[src/hdl/pms_regs.vh]
// register map, field positions and timing counts of the MAC-side block
`ifndef PMS_REGS_VH
`define PMS_REGS_VH

// ------------------------------------------------------------
// register byte offsets
// ------------------------------------------------------------
`define PMS_STRAP_OFS 12'h000
`define PMS_CTRL_OFS 12'h004
`define PMS_EVENT_OFS 12'h008
`define PMS_LINE_OFS 12'h00C

// ------------------------------------------------------------
// strap register fields
// ------------------------------------------------------------
`define PMS_ST_RMII 0
`define PMS_ST_TXCK 1
`define PMS_ST_WAKE 2
`define PMS_ST_ADR0 3
`define PMS_ST_ADR1 4

// ------------------------------------------------------------
// control register fields and reset value
// ------------------------------------------------------------
`define PMS_CT_FULL 0
`define PMS_CT_IRQEN 1
`define PMS_CT_WAKEEN 2
`define PMS_CTRL_RST 3'h6

// ------------------------------------------------------------
// event register fields (write one to clear)
// ------------------------------------------------------------
`define PMS_EV_IRQ 0
`define PMS_EV_WAKE 1

// ------------------------------------------------------------
// line status fields
// ------------------------------------------------------------
`define PMS_LN_RX 0
`define PMS_LN_TX 1
`define PMS_LN_LINK 2
`define PMS_LN_ACT 3
`define PMS_LN_DONE 4

// ------------------------------------------------------------
// timing
// ------------------------------------------------------------
`define PMS_CLK_MHZ 100
`define PMS_STRAP_NS 1000
`define PMS_STRAP_CYC ((`PMS_STRAP_NS * `PMS_CLK_MHZ) / 1000)
`define PMS_BLINK_MS 50
`define PMS_BLINK_CYC (`PMS_BLINK_MS * `PMS_CLK_MHZ * 1000)

`endif

[src/hdl/pms_side.v]
// MAC-facing receive, status, lamp and strap logic with APB registers
//
// Behaviour
// RL1 - strap pins are sampled during reset window, latched levels configure block afterwards
// RL2 - lamp/wake strap 0 gives first lamp, 1 gives wake output needing pull-up
// RL3 - decoded receive symbols change on recovered clock rising edge, valid with RX_DV
// RL4 - MII mode presents four receive data bits on all four pins
// RL5 - RMII mode turns receive data bit 2 into open-drain interrupt request
// RL6 - receive data bit 3 strap: 0 drives RMII transmit clock, 1 accepts it
// RL7 - MII carrier sense high while receive medium busy, otherwise low
// RL8 - RMII mode merges carrier sense and data valid on one output
// RL9 - MII collision low in full duplex; half duplex high when both media busy
// RL10 - first lamp steady on 10Mbps link, blinks during activity
// RL11 - second lamp steady on 10Mbps link, blinks during activity
// RL12 - latched levels on the two lamp pins form station address bits 0 and 1
// RL13 - receive clock follows recovered clock: 25MHz at 100M, 2.5MHz at 10M
// RL14 - media mode strap: 0 selects MII, 1 selects RMII
// RL15 - interrupt request is active low, pulls line only while pending
// RL16 - pins leave strap sampling for outputs without disturbing captured configuration
`timescale 1ns/1ps
`include "pms_regs.vh"

module pms_side #(
    parameter [31:0] BLINK_CYCLES = `PMS_BLINK_CYC
) (
    input wire CLK,
    input wire RST_B,
    input wire PSEL,
    input wire PENABLE,
    input wire PWRITE,
    input wire [11:0] PADDR,
    input wire [31:0] PWDATA,
    output reg [31:0] PRDATA,
    output reg PREADY,
    output reg PSLVERR,
    input wire RECOV_CLK,
    input wire [3:0] RXSYM_D,
    input wire RXSYM_DV,
    input wire MED_RX_BUSY,
    input wire MED_TX_BUSY,
    input wire LINK_10M,
    input wire TRAFFIC,
    input wire IRQ_EVENT,
    input wire WAKE_EVENT,
    output reg RX_CLK,
    output reg RX_D0,
    input wire RX_D1_I,
    output reg RX_D1_O,
    output reg RX_D1_OE,
    output reg RX_D2_O,
    output reg RX_D2_OE,
    input wire RX_D3_I,
    output reg RX_D3_O,
    output reg RX_D3_OE,
    input wire RX_DV_I,
    output reg RX_DV_O,
    output reg RX_DV_OE,
    output reg CARRIER_SENSE,
    output reg COLLISION,
    input wire LINK_LAMP_FIRST_I,
    output reg LINK_LAMP_FIRST_O,
    output reg LINK_LAMP_FIRST_OE,
    input wire LINK_LAMP_SECOND_I,
    output reg LINK_LAMP_SECOND_O,
    output reg LINK_LAMP_SECOND_OE,
    output reg [1:0] STATION_ADDR,
    output reg RMII_MODE,
    output reg TXCLK_DRIVE
);

    // ------------------------------------------------------------
    // constants
    // ------------------------------------------------------------
    localparam [31:0] STRAP_CYC = `PMS_STRAP_CYC;
    localparam NSYNC = 6;
    localparam SY_RCLK = 0;
    localparam SY_DV = 1;
    localparam SY_D1 = 2;
    localparam SY_D3 = 3;
    localparam SY_L1 = 4;
    localparam SY_L2 = 5;

    // ------------------------------------------------------------
    // address decode
    // ------------------------------------------------------------
    function [2:0] reg_idx;
        input [11:0] a;
        begin
            case (a)
                `PMS_STRAP_OFS: reg_idx = 3'd1;
                `PMS_CTRL_OFS: reg_idx = 3'd2;
                `PMS_EVENT_OFS: reg_idx = 3'd3;
                `PMS_LINE_OFS: reg_idx = 3'd4;
                default: reg_idx = 3'd0;
            endcase
        end
    endfunction

    // ------------------------------------------------------------
    // pin synchronisers
    // ------------------------------------------------------------
    wire [NSYNC-1:0] pin_raw;
    reg [NSYNC-1:0] s1_q;
    reg [NSYNC-1:0] s2_q;
    reg [NSYNC-1:0] s3_q;
    reg [NSYNC-1:0] stab_q;

    assign pin_raw = {LINK_LAMP_SECOND_I, LINK_LAMP_FIRST_I, RX_D3_I,
                      RX_D1_I, RX_DV_I, RECOV_CLK};

    genvar g;
    generate
        for (g = 0; g < NSYNC; g = g + 1) begin : g_sync
            always @(posedge CLK or negedge RST_B) begin
                if (!RST_B) begin
                    s1_q[g] <= 1'b0;
                    s2_q[g] <= 1'b0;
                    s3_q[g] <= 1'b0;
                    stab_q[g] <= 1'b0;
                end else begin
                    s1_q[g] <= pin_raw[g];
                    s2_q[g] <= s1_q[g];
                    s3_q[g] <= s2_q[g];
                    // a change counts only once two stages agree
                    if (s2_q[g] == s3_q[g]) begin
                        stab_q[g] <= s3_q[g];
                    end
                end
            end
        end
    endgenerate

    // ------------------------------------------------------------
    // strap capture
    // ------------------------------------------------------------
    reg [7:0] strap_cnt_q;
    reg strap_done_q;
    reg st_rmii_q;
    reg st_txck_q;
    reg st_wake_q;
    reg [1:0] st_adr_q;

    // window long enough for the pull resistors to settle through the sync chain
    always @(posedge CLK or negedge RST_B) begin
        if (!RST_B) begin
            strap_cnt_q <= 8'h00;
            strap_done_q <= 1'b0;
            st_rmii_q <= 1'b0;
            st_txck_q <= 1'b0;
            st_wake_q <= 1'b0;
            st_adr_q <= 2'h0;
        end else if (!strap_done_q) begin
            strap_cnt_q <= strap_cnt_q + 8'h01;
            if ({24'h00_0000, strap_cnt_q} == STRAP_CYC - 32'h0000_0001) begin
                strap_done_q <= 1'b1; // [RL1]
                st_rmii_q <= stab_q[SY_DV]; // [RL14]
                st_txck_q <= stab_q[SY_D3]; // [RL6]
                st_wake_q <= stab_q[SY_D1]; // [RL2]
                st_adr_q <= {stab_q[SY_L2], stab_q[SY_L1]}; // [RL12]
            end
        end
    end

    // ------------------------------------------------------------
    // recovered clock edge
    // ------------------------------------------------------------
    reg rclk_prev_q;
    wire rclk_rise;

    always @(posedge CLK or negedge RST_B) begin
        if (!RST_B) begin
            rclk_prev_q <= 1'b0;
        end else begin
            rclk_prev_q <= stab_q[SY_RCLK];
        end
    end

    assign rclk_rise = stab_q[SY_RCLK] & ~rclk_prev_q;

    // ------------------------------------------------------------
    // control and event registers
    // ------------------------------------------------------------
    reg [2:0] ctrl_q;
    reg irq_pend_q;
    reg wake_pend_q;
    wire acc_w;
    wire [2:0] acc_idx;
    wire clr_irq;
    wire clr_wake;

    assign acc_idx = reg_idx(PADDR);
    assign acc_w = PSEL & PENABLE & PREADY & PWRITE;
    assign clr_irq = acc_w & (acc_idx == 3'd3) & PWDATA[`PMS_EV_IRQ];
    assign clr_wake = acc_w & (acc_idx == 3'd3) & PWDATA[`PMS_EV_WAKE];

    always @(posedge CLK or negedge RST_B) begin
        if (!RST_B) begin
            ctrl_q <= `PMS_CTRL_RST;
            irq_pend_q <= 1'b0;
            wake_pend_q <= 1'b0;
        end else begin
            if (acc_w && acc_idx == 3'd2) begin
                ctrl_q <= PWDATA[2:0];
            end
            // a new event wins over a clear in the same cycle
            if (IRQ_EVENT && ctrl_q[`PMS_CT_IRQEN]) begin
                irq_pend_q <= 1'b1;
            end else if (clr_irq) begin
                irq_pend_q <= 1'b0;
            end
            if (WAKE_EVENT && ctrl_q[`PMS_CT_WAKEEN]) begin
                wake_pend_q <= 1'b1;
            end else if (clr_wake) begin
                wake_pend_q <= 1'b0;
            end
        end
    end

    // ------------------------------------------------------------
    // apb answer, one wait-free access phase
    // ------------------------------------------------------------
    reg [31:0] rd_d;

    always @* begin
        rd_d = 32'h0000_0000;
        case (acc_idx)
            3'd1: begin
                rd_d[`PMS_ST_RMII] = st_rmii_q;
                rd_d[`PMS_ST_TXCK] = st_txck_q;
                rd_d[`PMS_ST_WAKE] = st_wake_q;
                rd_d[`PMS_ST_ADR1:`PMS_ST_ADR0] = st_adr_q;
            end
            3'd2: rd_d[2:0] = ctrl_q;
            3'd3: rd_d[1:0] = {wake_pend_q, irq_pend_q};
            3'd4: begin
                rd_d[`PMS_LN_RX] = MED_RX_BUSY;
                rd_d[`PMS_LN_TX] = MED_TX_BUSY;
                rd_d[`PMS_LN_LINK] = LINK_10M;
                rd_d[`PMS_LN_ACT] = TRAFFIC;
                rd_d[`PMS_LN_DONE] = strap_done_q;
            end
            default: rd_d = 32'h0000_0000;
        endcase
    end

    always @(posedge CLK or negedge RST_B) begin
        if (!RST_B) begin
            PREADY <= 1'b0;
            PRDATA <= 32'h0000_0000;
            PSLVERR <= 1'b0;
        end else if (PSEL && !PENABLE) begin
            PREADY <= 1'b1;
            PRDATA <= PWRITE ? 32'h0000_0000 : rd_d;
            PSLVERR <= (acc_idx == 3'd0);
        end else begin
            PREADY <= 1'b0;
            PSLVERR <= 1'b0;
        end
    end

    // ------------------------------------------------------------
    // lamp blink timer
    // ------------------------------------------------------------
    reg [31:0] blink_cnt_q;
    reg blink_ph_q;

    always @(posedge CLK or negedge RST_B) begin
        if (!RST_B) begin
            blink_cnt_q <= 32'h0000_0000;
            blink_ph_q <= 1'b0;
        end else if (!TRAFFIC) begin
            blink_cnt_q <= 32'h0000_0000;
            blink_ph_q <= 1'b0;
        end else if (blink_cnt_q >= BLINK_CYCLES - 32'h1) begin
            blink_cnt_q <= 32'h0000_0000;
            blink_ph_q <= ~blink_ph_q;
        end else begin
            blink_cnt_q <= blink_cnt_q + 32'h1;
        end
    end

    wire lamp_on;
    assign lamp_on = LINK_10M & ~(TRAFFIC & blink_ph_q); // [RL10] [RL11]

    // ------------------------------------------------------------
    // receive path, updated on recovered clock rising edges
    // ------------------------------------------------------------
    reg [3:0] rxd_q;
    reg rxdv_q;

    always @(posedge CLK or negedge RST_B) begin
        if (!RST_B) begin
            rxd_q <= 4'h0;
            rxdv_q <= 1'b0;
            RX_CLK <= 1'b0;
        end else begin
            RX_CLK <= stab_q[SY_RCLK]; // [RL13]
            if (rclk_rise) begin
                rxdv_q <= RXSYM_DV; // [RL3]
                rxd_q <= RXSYM_DV ? RXSYM_D : 4'h0; // [RL3]
            end
        end
    end

    // ------------------------------------------------------------
    // pin drivers
    // ------------------------------------------------------------
    // enables stay off until straps are held, so no pin fights its pull
    always @(posedge CLK or negedge RST_B) begin
        if (!RST_B) begin
            RX_D0 <= 1'b0;
            RX_D1_O <= 1'b0;
            RX_D1_OE <= 1'b0;
            RX_D2_O <= 1'b0;
            RX_D2_OE <= 1'b0;
            RX_D3_O <= 1'b0;
            RX_D3_OE <= 1'b0;
            RX_DV_O <= 1'b0;
            RX_DV_OE <= 1'b0;
            CARRIER_SENSE <= 1'b0;
            COLLISION <= 1'b0;
            LINK_LAMP_FIRST_O <= 1'b0;
            LINK_LAMP_FIRST_OE <= 1'b0;
            LINK_LAMP_SECOND_O <= 1'b0;
            LINK_LAMP_SECOND_OE <= 1'b0;
            STATION_ADDR <= 2'h0;
            RMII_MODE <= 1'b0;
            TXCLK_DRIVE <= 1'b0;
        end else begin
            RX_D0 <= rxd_q[0];
            RX_D1_O <= rxd_q[1];
            RX_D1_OE <= strap_done_q; // [RL16]
            RX_DV_O <= rxdv_q;
            RX_DV_OE <= strap_done_q & ~st_rmii_q; // [RL16]
            STATION_ADDR <= st_adr_q; // [RL12]
            RMII_MODE <= st_rmii_q; // [RL14]
            TXCLK_DRIVE <= st_rmii_q & ~st_txck_q; // [RL6]
            if (!st_rmii_q) begin
                RX_D2_O <= rxd_q[2]; // [RL4]
                RX_D2_OE <= strap_done_q;
                RX_D3_O <= rxd_q[3]; // [RL4]
                RX_D3_OE <= strap_done_q;
                CARRIER_SENSE <= MED_RX_BUSY; // [RL7]
                COLLISION <= ~ctrl_q[`PMS_CT_FULL]
                    & MED_TX_BUSY & MED_RX_BUSY; // [RL9]
            end else begin
                // open drain: only ever pulls low
                RX_D2_O <= 1'b0; // [RL15]
                RX_D2_OE <= strap_done_q & irq_pend_q; // [RL5] [RL15]
                RX_D3_O <= 1'b0;
                RX_D3_OE <= 1'b0;
                CARRIER_SENSE <= MED_RX_BUSY | rxdv_q; // [RL8]
                COLLISION <= 1'b0;
            end
            if (st_wake_q) begin
                // wake pin relies on board pull-up for its high level
                LINK_LAMP_FIRST_O <= 1'b0; // [RL2]
                LINK_LAMP_FIRST_OE <= strap_done_q & wake_pend_q; // [RL2]
            end else begin
                LINK_LAMP_FIRST_O <= lamp_on; // [RL10]
                LINK_LAMP_FIRST_OE <= strap_done_q; // [RL16]
            end
            LINK_LAMP_SECOND_O <= lamp_on; // [RL11]
            LINK_LAMP_SECOND_OE <= strap_done_q; // [RL16]
        end
    end

endmodule // pms_side
[config.mk]
export PLATFORM = sky130hd
export DESIGN_NAME = pms_side
export DESIGN_NICKNAME = d
export VERILOG_FILES = /design/src/hdl/pms_side.v
export VERILOG_INCLUDE_DIRS = /design/src /design/src/hdl
export SDC_FILE = /design/constraint.sdc
export NUM_CORES = 1
export LEC_CHECK = 0
export BUFFER_PORTS_ARGS = -buffer_cell sky130_fd_sc_hd__buf_2
export CORE_MARGIN = 4
export CORE_UTILIZATION = 35
export CTS_BUF_LIST = sky130_fd_sc_hd__clkbuf_2
export CTS_CLUSTER_DIAMETER = 30
export CTS_CLUSTER_SIZE = 30
export DETAILED_ROUTE_END_ITERATION = 10
export PLACE_DENSITY = 0.57
export SYNTH_ARGS = -nofsm -noshare
export SYNTH_HDL_FRONTEND = slang
export SYNTH_SLANG_ARGS = --single-unit
[constraint.sdc]
create_clock -name CLK -period 4.9 [get_ports CLK]
set_input_delay 0.245 -clock CLK [delete_from_list [all_inputs] [get_ports CLK]]
set_output_delay 0.245 -clock CLK [all_outputs]
set_load 0.005 [all_outputs]
==> results of run 1 <==
-- worst max-delay path by stage --
stage	startpoint	endpoint	slack (ns)	cells past startpoint
CTS	blink_cnt_q[0]	blink_ph_q	2.28	7
detailed placement	blink_cnt_q[0]	blink_ph_q	2.28	7
global route	blink_cnt_q[0]	blink_ph_q	2.12	7
floorplan	blink_cnt_q[0]	blink_cnt_q[22]	3.14	7
global placement	blink_cnt_q[0]	blink_ph_q	2.33	7
finish	blink_cnt_q[0]	blink_ph_q	2.30	7
-- repair_timing --
action	CTS	global route
endpoints found under the setup margin	0	0
endpoints found under the hold margin	81	0
gates resized for setup	0	0
hold buffers	31	0
-- power by group through the flow --
stage | registers, uW | clock network [uW] | logic [uW]
after floorplan | 941 | 0 | 44.3
after global placement | 941 | 0 | 80.2
after detailed placement | 943 | 0 | 81.8
after CTS | 928 | 423 | 100
after global routing | 933 | 452 | 112
final | 927 | 397 | 98.4
-- layout by cell type, fill, tap and decap left out, types with 7 or more instances in the layout --
cell / count
buf_2: 62
conb_1: 36
mux2_2: 12
xor2_1: 7
nor2_1: 32
nand3_1: 8
xnor2_1: 20
inv_1: 14
o21ai_0: 10
clkbuf_2: 10
nor2b_1: 7
dfrtp_1: 104
dlygate4sd3_1: 31
nand2_1: 27
-- state kept, by name, indices dropped and copies added (netlist names), 2 cells and up --
name          flops
STATION_ADDR      2
st_adr_q          2
blink_cnt_q      32
PRDATA            5
strap_cnt_q       8
s2_q              6
stab_q            6
ctrl_q            3
s1_q              6
rxd_q             4
s3_q              6
-- worst min-delay path, stage by stage --
cell and delay, ns:
buf_2 0.09, or3_1 0.21, o21ai_0 0.11
-- area by class of cell --
class / count / area (um2)
Clock buffer: 10 / 50.0
Clock inverter: 6 / 65.1
Fill cell: 1167 / 6900
Inverter: 14 / 52.6
Multi-Input combinational cell: 224 / 1420
Sequential cell: 106 / 2660
Tap cell: 147 / 184
Timing Repair Buffer: 96 / 643
-- per-layer routing --
layer,routed length [um],vias to the layer above,GRT usage
li1,-,1303,-
met1,3590,1288,0.148
met2,3610,75,0.189
met3,414,8,0.0349
met4,90,0,0.0330
met5,0,-,0
-- kinds of logic after synthesis --
kind of cell	count (synthesis)	share of synthesized area
AO/OA/AOI/OAI	27	0.0415
buffers and inverters	52	0.0741
XOR/XNOR	27	0.0556
AND/OR/NAND/NOR	112	0.142
flip-flops	106	0.624
other	1	0.000881
multiplexers	14	0.0423
adder cells (fa/ha/maj)	8	0.0200
-- stage by stage --
stage | power [uW] | area (um2) | setup WS (ns)
after floorplan | 985 | 4390 | 3.14
after global placement | 1020 | 4640 | 2.33
after detailed placement | 1020 | 4640 | 2.28
after CTS | 1450 | 5070 | 2.28
after global routing | 1500 | 5070 | 2.12
final | 1420 | 5070 | 2.30
==> reports/results.tsv, run 1 <==
metric	value	unit
yosys.area.top_type_share	0.612	
dp_hpwl	5330	um
hold_end	PRDATA[4]	
ys_warn_count	0	
cpLargestDelayFamily	compound AO/OA/AOI/OAI gates	
yosysMostFrequentCell	dfrtp_1	
overflow	0	
rows	40	
clk_path_buf_depth	2	
power_frac_comb	0.069	
synth_edf_count	0	
drive_gt1_frac	0.230	
vias	2674	
outcome	completed	
grtUsageTotal	0.115	
final_core_util	0.424	
vias_per_cell	4.43	
yosysTopAreaCell	dfrtp_1	
fin_setup_tns	0	ns
design.core.area	0.0120	mm2
dieWidth	118	um
maxSlewHeadroom	0.394	
io_pins	120	
crit_chain	ha_1 > nand3_2 > nor2_1 > o2111ai_1 > o21ai_1 > buf_4 > mux2_2	
clk_pin_slew	0.28	ns
r2r-start	blink_cnt_q[0]	
p_clk_frac	0.279	
antenna_found_initial	0	
maxSlewViolCount	0	
ys_types	45	
numCtsBuffers	9	
clock_sinks	106	
seqPwrFrac	0.652	
end_kind	flop	
first_pass_iters	4	
finalHoldViolations	0	
grt_max_degree	61	
first_iter_violations	121	
min_period	2.60	ns
power_density	281	mW/mm2
synthCells	347	
syn_area_per_cell	12.3	um2
synth_commonest_cells	dfrtp_1 (104), nor2_1 (32), buf_4 (29)	
seq_area_frac_synth	0.624	
clk_latency	0.55	ns
wl_per_cell	12.8	um
clock-skew-final	0.0308	ns
n_antenna_cell	0	
grt_pass1_vias	2756	
crit_required	5.40	ns
swShare	0.241	
irDropWorstVdd	174	uV
synth-seq-cells	106	
hold_start	PWRITE	
p_sw	343	uW
ant_nets	0	
worst_r2r_path_depth	7	
post_cts_buffers	0	
cp.arrival	3.10	ns
holdPathStages	3	
worst_pin_slew	0.903	ns
setup_viol	0	
cp_max_fo	13	
fin_crit_sh	0.531	
dieArea	0.0140	mm2
async_reset_ff_frac	1.00	
gp_congestion	0.768	
synth_area	0.00426	mm2
cts_tree	yes	
p_leak	0.00234	uW
fmaxAchievable	384	MHz
grt_first_pass_wirelength	13300	um
dp_cells	556	
drc	0	
max_cap_viol_count	0	
critPathBufInv	1	
initial_core_util	0.356	
io_buffer_count	63	
drt_wl_total	7710	um
fin_cells	603	
crit_path_max_incr_delay	0.73	ns
synthTopCellsByArea	dfrtp_1 (61%), buf_4 (5.1%), xnor2_1 (4.1%)	
nNetsFinal	519	
holdWs	0.0909	ns
intPower	1080	uW
start_kind	flop	
rsz0062_at_grt	false	
r2r-end	blink_ph_q	
r2r_setup_slack	2.30	ns
min_path_type	in -> reg	
cp_slowest_cell	o21ai_1	
root_buffer	clkbuf_2	
critPathKind	reg -> reg	
ys.flop_type	dfrtp_1	
die_h	118	um
htree_levels	3	
area_delta_synth_final	19.1	%
Note: power is estimated with default switching activity, not from simulation.
==> run 2: changes to the inputs <==
==> constraint.sdc (replaced) <==
create_clock -name CLK -period 2.6 [get_ports CLK]
set_input_delay 0.13 -clock CLK [delete_from_list [all_inputs] [get_ports CLK]]
set_output_delay 0.13 -clock CLK [all_outputs]
set_load 0.005 [all_outputs]
==> run 2 against run 1 <==
Hold slack better by 0.028 ns. Die area unchanged. Register-to-register slack got worse by 1.7 ns. Global-route usage is 0.19 points lower. Critical path depth down 1. Non-clock buffer count up 10. Clock-buffer cell count rose by 1. Fmax is 31% higher. Setup slack worse by 1.7 ns. Sequential power is 89% higher. Combinational power increased by 97%. Critical path type unchanged.
==> reports/results.tsv, run 2 (synthesis results as in run 1) <==
metric	value	unit	change
outcome	completed		
numCtsBuffers	9		unchanged
cp.arrival	2.47	ns	-0.63 ns
rows	40		unchanged
antenna_found_initial	0		unchanged
crit_path_max_incr_delay	0.58	ns	-0.15 ns
gp_congestion	0.779		+1.4%
clk_pin_slew	0.26	ns	-0.02 ns
worst_pin_slew	0.551	ns	-0.352 ns
clk_latency	0.57	ns	+0.02 ns
start_kind	flop		
n_antenna_cell	0		unchanged
endpoint	blink_cnt_q[22]		
power_density	521	mW/mm2	+86%
cpLargestDelayFamily	simple AND/OR/NAND/NOR gates		
r2r_setup_slack	0.61	ns	-1.69 ns
vias_per_cell	4.42		-0.23%
rsz0062_at_grt	false		
maxSlewViolCount	0		unchanged
critPathBufInv	0		-1
grt_first_pass_wirelength	12900	um	-2.5%
final_common_cell	dfrtp_1		
worst_r2r_path_depth	6		-1
r2r-start	blink_cnt_q[0]		
largest_register_ffs	32		unchanged
critPathKind	reg -> reg		
clk_path_buf_depth	2		unchanged
post_cts_buffers	0		unchanged
end_kind	flop		
finalHoldViolations	0		unchanged
holdPathStages	4		+1
grt_max_degree	107		+75%
nNetsFinal	529		+1.9%
irDropWorstVdd	393	uV	+130%
grtUsageTotal	0.113		-0.00186
startpoint	blink_cnt_q[0]		
cp_max_fo	7		-6
drc	0		unchanged
io_buffer_count	63		unchanged
dieArea	0.0140	mm2	unchanged
overflow	0		unchanged
max_cap_viol_count	0		unchanged
regMostFlops	blink_cnt_q		
io_pins	120		unchanged
setup_viol	0		unchanged
die_h	118	um	unchanged
clock_sinks	106		unchanged
crit_required	3.08	ns	-2.32 ns
vias	2712		+1.4%
top_regs	blink_cnt_q: 32 flops, strap_cnt_q: 8 flops		
grt_pass1_vias	2661		-3.4%
clock-skew-final	0.0289	ns	-0.00186 ns
dieWidth	118	um	unchanged
drt_wl_total	7570	um	-1.8%
fmaxAchievable	502	MHz	+31%
drive_gt1_frac	0.230		-0.000649
crit_chain	ha_1 > nand3_2 > or3_1 > nor4_4 > xnor2_1 > nor2_2		
fin_crit_sh	0.767		+0.235
htree_levels	3		unchanged
first_pass_iters	4		unchanged
cp.depth	6		-1
layout_common_cells	dfrtp_1 (104), buf_2 (62), dlygate4sd3_1 (40)		
design.core.area	0.0120	mm2	unchanged
maxSlewHeadroom	0.633		+0.239
cts_resized	0		unchanged
final_core_util	0.433		+0.00941
r2r-end	blink_cnt_q[22]		
initial_core_util	0.356		unchanged
ant_nets	0		unchanged
fin_setup_tns	0	ns	unchanged
cts_tree	yes		
dp_hpwl	5180	um	-2.9%
first_iter_violations	194		+60%
nFillCells	1130		-3.2%
min_period	1.99	ns	-0.611 ns
root_buffer	clkbuf_2		
area_delta_synth_final	21.7	%	
p_leak	0.00240	uW	+2.3%
wl_per_cell	12.4	um	-3.4%
hold_buffers	39		+26%
cp_slowest_cell	or3_1		
min_path_type	in -> reg		
run 2: worst min-delay path: stages:
cell,delay [ns]
buf_2,0.10
nand4_1,0.14
nor4b_2,0.09
mux2_2,0.22
run 2: per-stage QoR:
step | total power (uW) | hold slack (ns) | worst slack (ns) | cell area (um2) | cells
after floorplan | 1860 | -0.166 | 0.841 | 4390 | 382
after global placement | 1930 | 0.238 | 0.663 | 4660 | 557
after detailed placement | 1930 | 0.242 | 0.650 | 4660 | 557
after CTS | 2750 | 0.00610 | 0.600 | 5170 | 612
after global routing | 2850 | 0.0250 | 0.459 | 5180 | 613
final | 2700 | 0.118 | 0.607 | 5180 | 613
run 2: worst min path at each step:
stage | startpoint | to | slack, ns
CTS | PADDR[3] | ctrl_q[0] | 0.006
global route | PENABLE | ctrl_q[0] | 0.02
finish | PENABLE | ctrl_q[0] | 0.12
detailed placement | RX_D1_I | s1_q[2] | 0.24
global placement | LINK_LAMP_SECOND_I | s1_q[5] | 0.24
floorplan | RST_B | CARRIER_SENSE | -0.17
run 2: metal layers:
metal / part of all wire / track usage / vias up
met4: 0.010 / 0.0286 / 0
met2: 0.46 / 0.170 / 75
met3: 0.063 / 0.0445 / 6
met5: 0 / 0 / -
li1: - / - / 1320
met1: 0.46 / 0.154 / 1311
run 2: power by group:
group          internal, uW  leakage, uW  switching, uW  total, uW
sequential             1720      0.00136           26.8       1750
clock                   234    0.0000688            525        759
combinational          99.0     0.000972           95.1        194
run 2: layout make-up:
type | count | area [um2] | share of cell area
timing repair buffer | 106 | 753 | 0.145
clock inverter | 5 | 62.6 | 0.0121
multi-input combinational | 224 | 1420 | 0.273
tap | 147 | 184 | 0.0355
clock buffer | 11 | 55.1 | 0.0106
sequential | 106 | 2660 | 0.513
inverter | 14 | 52.6 | 0.0101
